--- src/design/rtec_pkg.sv ---
// Package for the reloadable timer and event counter: map, fields, encodings
package rtec_pkg;

  ////////////////////////////////////////////////////////////////////////////
  // Register indices on the plain register port
  localparam logic [3:0] RTEC_ADDR_COUNT  = 4'h0;
  localparam logic [3:0] RTEC_ADDR_MODE   = 4'h1;
  localparam logic [3:0] RTEC_ADDR_START  = 4'h2;
  localparam logic [3:0] RTEC_ADDR_STATUS = 4'h3;

  ////////////////////////////////////////////////////////////////////////////
  // Field positions of the start and status registers
  localparam int RTEC_START_BIT   = 0;
  localparam int RTEC_STAT_RUN    = 0;
  localparam int RTEC_STAT_OUTLVL = 1;
  localparam int RTEC_STAT_DIRUP  = 2;

  ////////////////////////////////////////////////////////////////////////////
  // Reset values and prescaler terminal counts
  localparam logic [15:0] RTEC_COUNT_RST = 16'h0000;
  localparam logic [15:0] RTEC_MODE_RST  = 16'h0000;
  localparam logic [15:0] RTEC_ALL_ONES  = 16'hFFFF;
  localparam logic [15:0] RTEC_ZERO      = 16'h0000;
  localparam logic [4:0]  RTEC_PRE_RST   = 5'h00;
  localparam logic [2:0]  RTEC_DIV8_LAST = 3'h7;
  localparam logic [4:0]  RTEC_DIV32_LAST = 5'h1F;

  ////////////////////////////////////////////////////////////////////////////
  // Encodings
  typedef enum logic [1:0] {
    RTEC_OP_TIMER,
    RTEC_OP_EVENT,
    RTEC_OP_ONESHOT,
    RTEC_OP_PWM
  } rtec_op_type;

  typedef enum logic [1:0] {
    RTEC_CLK_UNDIV,
    RTEC_CLK_DIV8,
    RTEC_CLK_DIV32,
    RTEC_CLK_SUB
  } rtec_clk_type;

  typedef enum logic [1:0] {
    RTEC_EV_PIN,
    RTEC_EV_SECOND_ONE,
    RTEC_EV_THIRD_ZERO,
    RTEC_EV_THIRD_TWO
  } rtec_ev_type;

  // Mode register layout, bit 0 at the bottom
  typedef struct packed {
    logic [2:0]   rsvd;
    logic         dir_up;
    logic         dir_from_pin;
    logic         edge_rise;
    rtec_ev_type  ev_src;
    logic         free_run;
    logic         pulse_out;
    logic         gate_high;
    logic         gate_en;
    rtec_clk_type clk_sel;
    rtec_op_type  op_mode;
  } rtec_mode_type;

endpackage

--- src/design/rtec_timer.sv ---
// Reloadable 16-bit timer / event counter with register port and pin logic
//
// Added by the designer: strobed register access and the register offsets.
`timescale 1ns/1ps

// Notes on behaviour
// - Timer mode counts down on undivided, div-8, div-32 or sub-clock source.
// - Timer underflow loads reload value and counting carries on.
// - Timer underflow period is set value plus one source periods.
// - Start flag 1 counts, 0 halts, in timer and event modes.
// - Timer underflow raises the interrupt request.
// - Reading the count register returns the live counter value.
// - Write while stopped updates both reload register and counter.
// - Write while counting updates reload only; counter takes it at reload.
// - Gate selected: input pin level starts and stops timer counting.
// - Timer pulse output toggles the output pin on each underflow.
// - Event mode counts chosen pin edges or other timers' overflows.
// - Event direction chosen by software or by output pin as input.
// - Event mode without free-run reloads on overflow or underflow.
// - Event ratio: up 1/(FFFF-n+1), down 1/(n+1).
// - Event overflow or underflow raises the interrupt request.
// - Free-run event mode wraps without reloading.
// - Event pulse output toggles output pin on overflow or underflow.
// - Event output pin is port, pulse output, or direction input.
// - Two lowest mode bits choose timer, event, one-shot or PWM; one-shot and PWM are decoded but never count.
// - Counter and reload register are both 16 bits.

module rtec_timer #(
  parameter int ADDR_W = 4,
  parameter int CNT_W  = 16
) (
  // Clock, reset, enable
  input  wire logic                clk_i,
  input  wire logic                srst_i,
  input  wire logic                ce_i,
  // Register port
  input  wire logic [ADDR_W-1:0]   addr_i,
  input  wire logic [CNT_W-1:0]    wdata_i,
  input  wire logic                wr_i,
  input  wire logic                rd_i,
  output logic [CNT_W-1:0]         rdata_o,
  // Count sources
  input  wire logic                sub_clock_divided_source_i,
  input  wire logic                second_group_timer_one_ovf_i,
  input  wire logic                third_group_timer_zero_ovf_i,
  input  wire logic                third_group_timer_two_ovf_i,
  // Pins
  input  wire logic                timer_input_pin_i,
  input  wire logic                timer_output_pin_i,
  output logic                     timer_output_pin_o,
  output logic                     timer_output_pin_oe_o,
  // Interrupt request
  output logic                     irq_o
);
  import rtec_pkg::*;

  ////////////////////////////////////////////////////////////////////////////
  // Elaboration checks
  initial begin
    if (CNT_W != 16) begin
      $error("rtec_timer: CNT_W must be 16 to match the register layout");
    end
    if (ADDR_W < 2) begin
      $error("rtec_timer: ADDR_W must be at least 2");
    end
  end

  ////////////////////////////////////////////////////////////////////////////
  // Declarations
  logic [CNT_W-1:0] count_r;
  logic [CNT_W-1:0] reload_r;
  rtec_mode_type    mode_r;
  logic             start_r;
  logic [4:0]       pre_r;
  logic [2:0]       in_sync_r;
  logic [2:0]       sub_sync_r;
  logic [1:0]       dir_sync_r;
  logic             out_lvl_r;
  logic             out_oe_r;
  logic             irq_r;
  logic [CNT_W-1:0] rdata_r;

  logic             in_rise;
  logic             in_fall;
  logic             sub_tick;
  logic             src_tick;
  logic             gate_ok;
  logic             ev_tick;
  logic             tick;
  logic             dir_up;
  logic             wrap;
  logic [CNT_W-1:0] count_nxt;
  logic             is_timer;
  logic             is_event;
  logic             wr_count;

  assign is_timer = (mode_r.op_mode == RTEC_OP_TIMER);
  assign is_event = (mode_r.op_mode == RTEC_OP_EVENT);
  assign wr_count = wr_i && (addr_i == ADDR_W'(RTEC_ADDR_COUNT));

  ////////////////////////////////////////////////////////////////////////////
  // Pin synchronisers; the first stage feeds only the second
  always_ff @(posedge clk_i) begin
    if (srst_i) begin
      in_sync_r  <= 3'h0;
      sub_sync_r <= 3'h0;
      dir_sync_r <= 2'h0;
    end else if (ce_i) begin
      in_sync_r  <= {in_sync_r[1:0], timer_input_pin_i};
      sub_sync_r <= {sub_sync_r[1:0], sub_clock_divided_source_i};
      dir_sync_r <= {dir_sync_r[0], timer_output_pin_i};
    end
  end

  // Edge detect compares stage two with stage three only
  assign in_rise  = in_sync_r[1] && !in_sync_r[2];
  assign in_fall  = !in_sync_r[1] && in_sync_r[2];
  assign sub_tick = sub_sync_r[1] && !sub_sync_r[2];

  ////////////////////////////////////////////////////////////////////////////
  // Prescaler for the divided internal count clocks
  always_ff @(posedge clk_i) begin
    if (srst_i) begin
      pre_r <= RTEC_PRE_RST;
    end else if (ce_i) begin
      pre_r <= pre_r + 5'h01;
    end
  end

  // Count source select in timer mode
  always_comb begin
    unique case (mode_r.clk_sel)
      RTEC_CLK_UNDIV: src_tick = 1'b1;
      RTEC_CLK_DIV8:  src_tick = (pre_r[2:0] == RTEC_DIV8_LAST);
      RTEC_CLK_DIV32: src_tick = (pre_r == RTEC_DIV32_LAST);
      RTEC_CLK_SUB:   src_tick = sub_tick;
    endcase
  end

  // Gate level taken from the synchronised input pin
  assign gate_ok = !mode_r.gate_en || (in_sync_r[1] == mode_r.gate_high);

  // Event source select
  always_comb begin
    unique case (mode_r.ev_src)
      RTEC_EV_PIN:        ev_tick = mode_r.edge_rise ? in_rise : in_fall;
      RTEC_EV_SECOND_ONE: ev_tick = second_group_timer_one_ovf_i;
      RTEC_EV_THIRD_ZERO: ev_tick = third_group_timer_zero_ovf_i;
      RTEC_EV_THIRD_TWO:  ev_tick = third_group_timer_two_ovf_i;
    endcase
  end

  // Direction: timer always down, event by software or pin
  assign dir_up = is_event &&
                  (mode_r.dir_from_pin ? dir_sync_r[1] : mode_r.dir_up);

  // One count step; one-shot and PWM are not served here and never tick
  assign tick = start_r && ((is_timer && src_tick && gate_ok) ||
                            (is_event && ev_tick));

  ////////////////////////////////////////////////////////////////////////////
  // Next counter value
  always_comb begin
    wrap      = 1'b0;
    count_nxt = count_r;
    if (dir_up) begin
      if (count_r == RTEC_ALL_ONES) begin
        wrap      = 1'b1;
        // Reload from n gives FFFF-n+1 counts per overflow
        count_nxt = mode_r.free_run ? RTEC_ZERO : reload_r;
      end else begin
        count_nxt = count_r + 16'h0001;
      end
    end else begin
      if (count_r == RTEC_ZERO) begin
        wrap = 1'b1;
        // Reload from n gives n+1 counts per underflow
        if (is_event && mode_r.free_run) begin
          count_nxt = RTEC_ALL_ONES;
        end else begin
          count_nxt = reload_r;
        end
      end else begin
        count_nxt = count_r - 16'h0001;
      end
    end
  end

  ////////////////////////////////////////////////////////////////////////////
  // Counter
  always_ff @(posedge clk_i) begin
    if (srst_i) begin
      count_r <= RTEC_COUNT_RST;
    end else if (ce_i) begin
      if (wr_count && !start_r) begin
        count_r <= wdata_i;
      end else if (tick) begin
        count_r <= count_nxt;
      end
      // Otherwise hold: a stopped counter keeps its value
    end
  end

  // Reload register; written in any state
  always_ff @(posedge clk_i) begin
    if (srst_i) begin
      reload_r <= RTEC_COUNT_RST;
    end else if (ce_i && wr_count) begin
      reload_r <= wdata_i;
    end
  end

  ////////////////////////////////////////////////////////////////////////////
  // Mode and start registers
  always_ff @(posedge clk_i) begin
    if (srst_i) begin
      mode_r <= rtec_mode_type'(RTEC_MODE_RST);
    end else if (ce_i && wr_i && (addr_i == ADDR_W'(RTEC_ADDR_MODE))) begin
      mode_r <= rtec_mode_type'(wdata_i);
    end
  end

  always_ff @(posedge clk_i) begin
    if (srst_i) begin
      start_r <= 1'b0;
    end else if (ce_i && wr_i && (addr_i == ADDR_W'(RTEC_ADDR_START))) begin
      start_r <= wdata_i[RTEC_START_BIT];
    end
  end

  ////////////////////////////////////////////////////////////////////////////
  // Output pin: pulse output or released for port / direction input
  always_ff @(posedge clk_i) begin
    if (srst_i) begin
      out_oe_r <= 1'b0;
    end else if (ce_i) begin
      // Driving in direction mode would fight the external select
      out_oe_r <= mode_r.pulse_out && (is_timer ||
                  (is_event && !mode_r.dir_from_pin));
    end
  end

  always_ff @(posedge clk_i) begin
    if (srst_i) begin
      out_lvl_r <= 1'b0;
    end else if (ce_i && tick && wrap && mode_r.pulse_out) begin
      out_lvl_r <= !out_lvl_r;
    end
  end

  // Interrupt request, one cycle per underflow or overflow
  always_ff @(posedge clk_i) begin
    if (srst_i) begin
      irq_r <= 1'b0;
    end else if (ce_i) begin
      irq_r <= tick && wrap;
    end
  end

  ////////////////////////////////////////////////////////////////////////////
  // Read data, valid the cycle after the read strobe
  always_ff @(posedge clk_i) begin
    if (srst_i) begin
      rdata_r <= RTEC_ZERO;
    end else if (ce_i) begin
      rdata_r <= RTEC_ZERO;
      if (rd_i) begin
        unique case (addr_i)
          ADDR_W'(RTEC_ADDR_COUNT):  rdata_r <= count_r;
          ADDR_W'(RTEC_ADDR_MODE):   rdata_r <= CNT_W'(mode_r);
          ADDR_W'(RTEC_ADDR_START):  rdata_r[RTEC_START_BIT] <= start_r;
          ADDR_W'(RTEC_ADDR_STATUS): begin
            rdata_r[RTEC_STAT_RUN]    <= start_r;
            rdata_r[RTEC_STAT_OUTLVL] <= out_lvl_r;
            rdata_r[RTEC_STAT_DIRUP]  <= dir_up;
          end
          default: rdata_r <= RTEC_ZERO;
        endcase
      end
    end
  end

  ////////////////////////////////////////////////////////////////////////////
  // Outputs straight from flops
  assign rdata_o               = rdata_r;
  assign irq_o                 = irq_r;
  assign timer_output_pin_o    = out_lvl_r;
  assign timer_output_pin_oe_o = out_oe_r;

endmodule

--- config.mk ---
export PLATFORM = sky130hd
export DESIGN_NAME = rtec_timer
export DESIGN_NICKNAME = d
export VERILOG_FILES = /design/src/design/rtec_pkg.sv /design/src/design/rtec_timer.sv
export SDC_FILE = /design/constraint.sdc
export NUM_CORES = 1
export LEC_CHECK = 0
export BUFFER_PORTS_ARGS = -buffer_cell sky130_fd_sc_hd__buf_2
export CAP_MARGIN = 20
export CORE_ASPECT_RATIO = 0.9
export CORE_MARGIN = 10
export CORE_UTILIZATION = 50
export CTS_CLUSTER_SIZE = 8
export DETAILED_ROUTE_END_ITERATION = 12
export PLACE_DENSITY = 0.73
export SLEW_MARGIN = 10
export SYNTH_ARGS = -nofsm -noshare
export SYNTH_HDL_FRONTEND = slang
export SYNTH_SLANG_ARGS = --single-unit
export TNS_END_PERCENT = 10
--- constraint.sdc ---
create_clock -name clk_i -period 2.9 [get_ports clk_i]
set_input_delay 0.58 -clock clk_i [delete_from_list [all_inputs] [get_ports clk_i]]
set_output_delay 0.58 -clock clk_i [all_outputs]
set_load 0.005 [all_outputs]
==> run_results.csv <==
group,metric,value,unit
clock_tree,numCtsBuffers,9,
critical_path,crit_chain,"inv_1, ha_1, or4b_1, or4_1, nor2_1, o21ai_0, a221oi_1, o22ai_1",
power_and_ir_drop,p_sw,0.000647,W
layout,num_antenna_cells,0,
clock_tree,cts_root_buf,"clkbuf_8",
hold_path,min_from,"timer_input_pin_i",
clock_tree,htreeDepth,3,
drt,routedWlPerCell,20.6,µm
timing,finalSetupTns,0,ns
critical_path,cp-end-kind,"flip-flop",
global_routing,grt_pass1_vias,4765,
timing,period_needed,2.73,ns
critical_path,cp-start-kind,"flip-flop",
drt,postRouteAntennaNets,0,
die,die_w,122,µm
placed_design,place.gp.congestion,1.01,
drt,drc,0,
timing,post-route-period-util,94.0,%
global_routing,overflow,0,
die,die_h,112,µm
global_routing,grt_first_pass_wirelength,25400,µm
synth,ys_ff_latch,81,
power_and_ir_drop,power.total,0.00246,W
clock_tree,cts.sinks,81,
synth,netlist_area,0.00466,mm²
synth,ys_warn_count,0,
layout,utilization,59.0,%
clock_tree,clockBufferDepth,2,
critical_path,r2r-start,"count_r[0]",
critical_path,cp_max_fo,10,
synth,yosys.cell_types.count,70,
die,ios,50,
power_and_ir_drop,leakage,2.06,nW
critical_path,crit_required,3.11,ns
layout,fillers,875,
clock_tree,post_cts_buffers,0,
power_and_ir_drop,p_int,0.00181,W
timing,final_max_slew_viol_count,0,
timing,rsz0062_at_grt,"yes",
die,core,0.00908,mm²
critical_path,crit_path_max_incr_delay,0.60,ns
clock_tree,holdBufCountCts,0,
synth,syn_nets,649,
synth,async_flop_share,0,%
critical_path,crit_arrival,2.94,ns
power_and_ir_drop,p_comb_share,11.7,%
timing,tightest_slew,0.816,ns
power_and_ir_drop,seqPwrFrac,46.4,%
outcome,status,"complete, no violations",
global_routing,antenna_found_initial,0,
placed_design,detailed_place_hpwl,11800,µm
critical_path,crit_start,"count_r[0]",
clock_tree,cts_resized,0,
global_routing,grt_max_degree,76,
global_routing,track_usage,23.2,%
timing,max_freq,367,MHz
die,design.die.area,0.0136,mm²
layout,final_common_cell,"nand2_1",
drt,drt-pass1-iter-count,5,
timing,maxSlewHeadroom,45.6,%
power_and_ir_drop,switching_share,26.3,%
layout,layout_common_cells,"nand2_1, dfxtp_1, a21oi_1, nor2_1, buf_2",
synth,synth_edf_count,0,
critical_path,ff2ff_setup_slack,0.17,ns
power_and_ir_drop,clock_power_share,41.9,%
clock_tree,path_clk_slew,0.10,ns
die,num_rows,33,
synth,synthCells,612,
flow_run,maxCapViolations,0,
layout,syn_to_final_growth,15.1,%
timing,report.final.setup_viol,0,
critical_path,worstSetupPathType,"reg -> reg",
placed_design,io_buffers,49,
drt,wirelength,16100,µm
critical_path,cp_slowest_cell,"or4_1",
die,start_util,51.3,%
power_and_ir_drop,power_density,458,mW/mm²
hold_path,min-delay-path-class,"in -> reg",
power_and_ir_drop,ir_drop,278,µV
clock_tree,cts_tree,"yes",
timing,hold_viol_final,0,
layout,drive_gt1_share,17.5,%
drt,drt_iter0_drc,541,
layout,nets,694,
drt,vias_per_cell,6.35,
timing,fin_worst_skew,0.0151,ns
synth,seq_area_frac_synth,34.8,%
synth,synth_top_flop_cell,"dfxtp_1",
drt,vias,4974,
synth,postSynthAreaPerCell,7.61,µm²
clock_tree,clock_latency,0.36,ns
## final timing paths
kind,to,cells after the start
worst min register to register,mode_r[14],2
worst min-delay path,in_sync_r[0],3
worst max-delay path,count_r[5],8
worst max register to register,count_r[5],8
## metrics by stage
step	cells	hold WS, ns	setup WS [ns]	instance area (µm²)
2_1_floorplan	612	0.432	0.424	4660
3_3_place_gp	768	0.444	0.216	5120
3_5_place_dp	768	0.452	0.184	5120
4_1_cts	783	0.458	0.184	5360
5_1_grt	783	0.479	-0.0240	5360
6_report	783	0.453	0.173	5360
## worst max-delay path, delay by kind of cell (launching register included)
| family | cells | cell delay (ns) |
|---|---|---|
| AND/OR/NAND/NOR | 3 | 1.36 |
| AO/OA/AOI/OAI | 3 | 0.52 |
| flip-flops | 1 | 0.41 |
| adder cells (fa/ha/maj) | 1 | 0.16 |
| buffers and inverters | 1 | 0.14 |
## power groups by stage
stage          Combinational, W  Clock, W  Sequential, W
3_3_place_gp           0.000277         0        0.00116
3_5_place_dp           0.000280         0        0.00117
4_1_cts                0.000281   0.00104        0.00114
5_1_grt                0.000312   0.00108        0.00114
6_report               0.000287   0.00103        0.00114
2_1_floorplan          0.000188         0        0.00116
## kinds of logic after synthesis
group           after synthesis  synth area share (%)
buf+inv                      61                  5.24
xor+xnor                     18                  3.38
flops                        81                  34.8
simple gates                250                  26.3
mux                          18                  3.89
fa+ha+maj                     6                  1.61
compound gates              178                  24.7
## synthesized netlist by cell type (all sizes together), types with 10 or more instances
library cell,n,area [µm²]
nand2,84,315
dfxtp,81,1620
a21oi,71,355
nor2,69,259
clkbuf,37,140
o21ai,21,105
a22oi,17,128
mux2i,17,170
nand3,17,85.1
nand4,14,87.6
buf,13,62.6
nor3,13,70.1
xnor2,11,96.3
inv,10,37.5
## flip-flops by register name, summed over array words and instances (netlist names)
signal	cells
irq_o	1
timer_output_pin_o	1
timer_output_pin_oe_o	1
mode_r	16
sub_sync_r	3
pre_r	5
rdata_o	16
start_r	1
in_sync_r	3
reload_r	16
count_r	16
dir_sync_r	2
## layout make-up
cell class,count,area (µm²),share of cell area (%)
inverters,11,41.3,0.770
multi-input cells,470,2800,52.2
flip-flops and latches,81,1620,30.2
clock buffers,9,124,2.31
clock inverters,6,115,2.15
repair buffers,84,508,9.47
well taps,122,153,2.85
## metal layers
metal	wire, µm	vias to the layer above	track usage, %
li1	-	2318	-
met1	7070	2375	30.9
met2	7190	238	34.9
met3	1360	43	5.30
met4	483	0	9.85
met5	0	-	0
No activity file was read; power rests on OpenSTA's default activity.
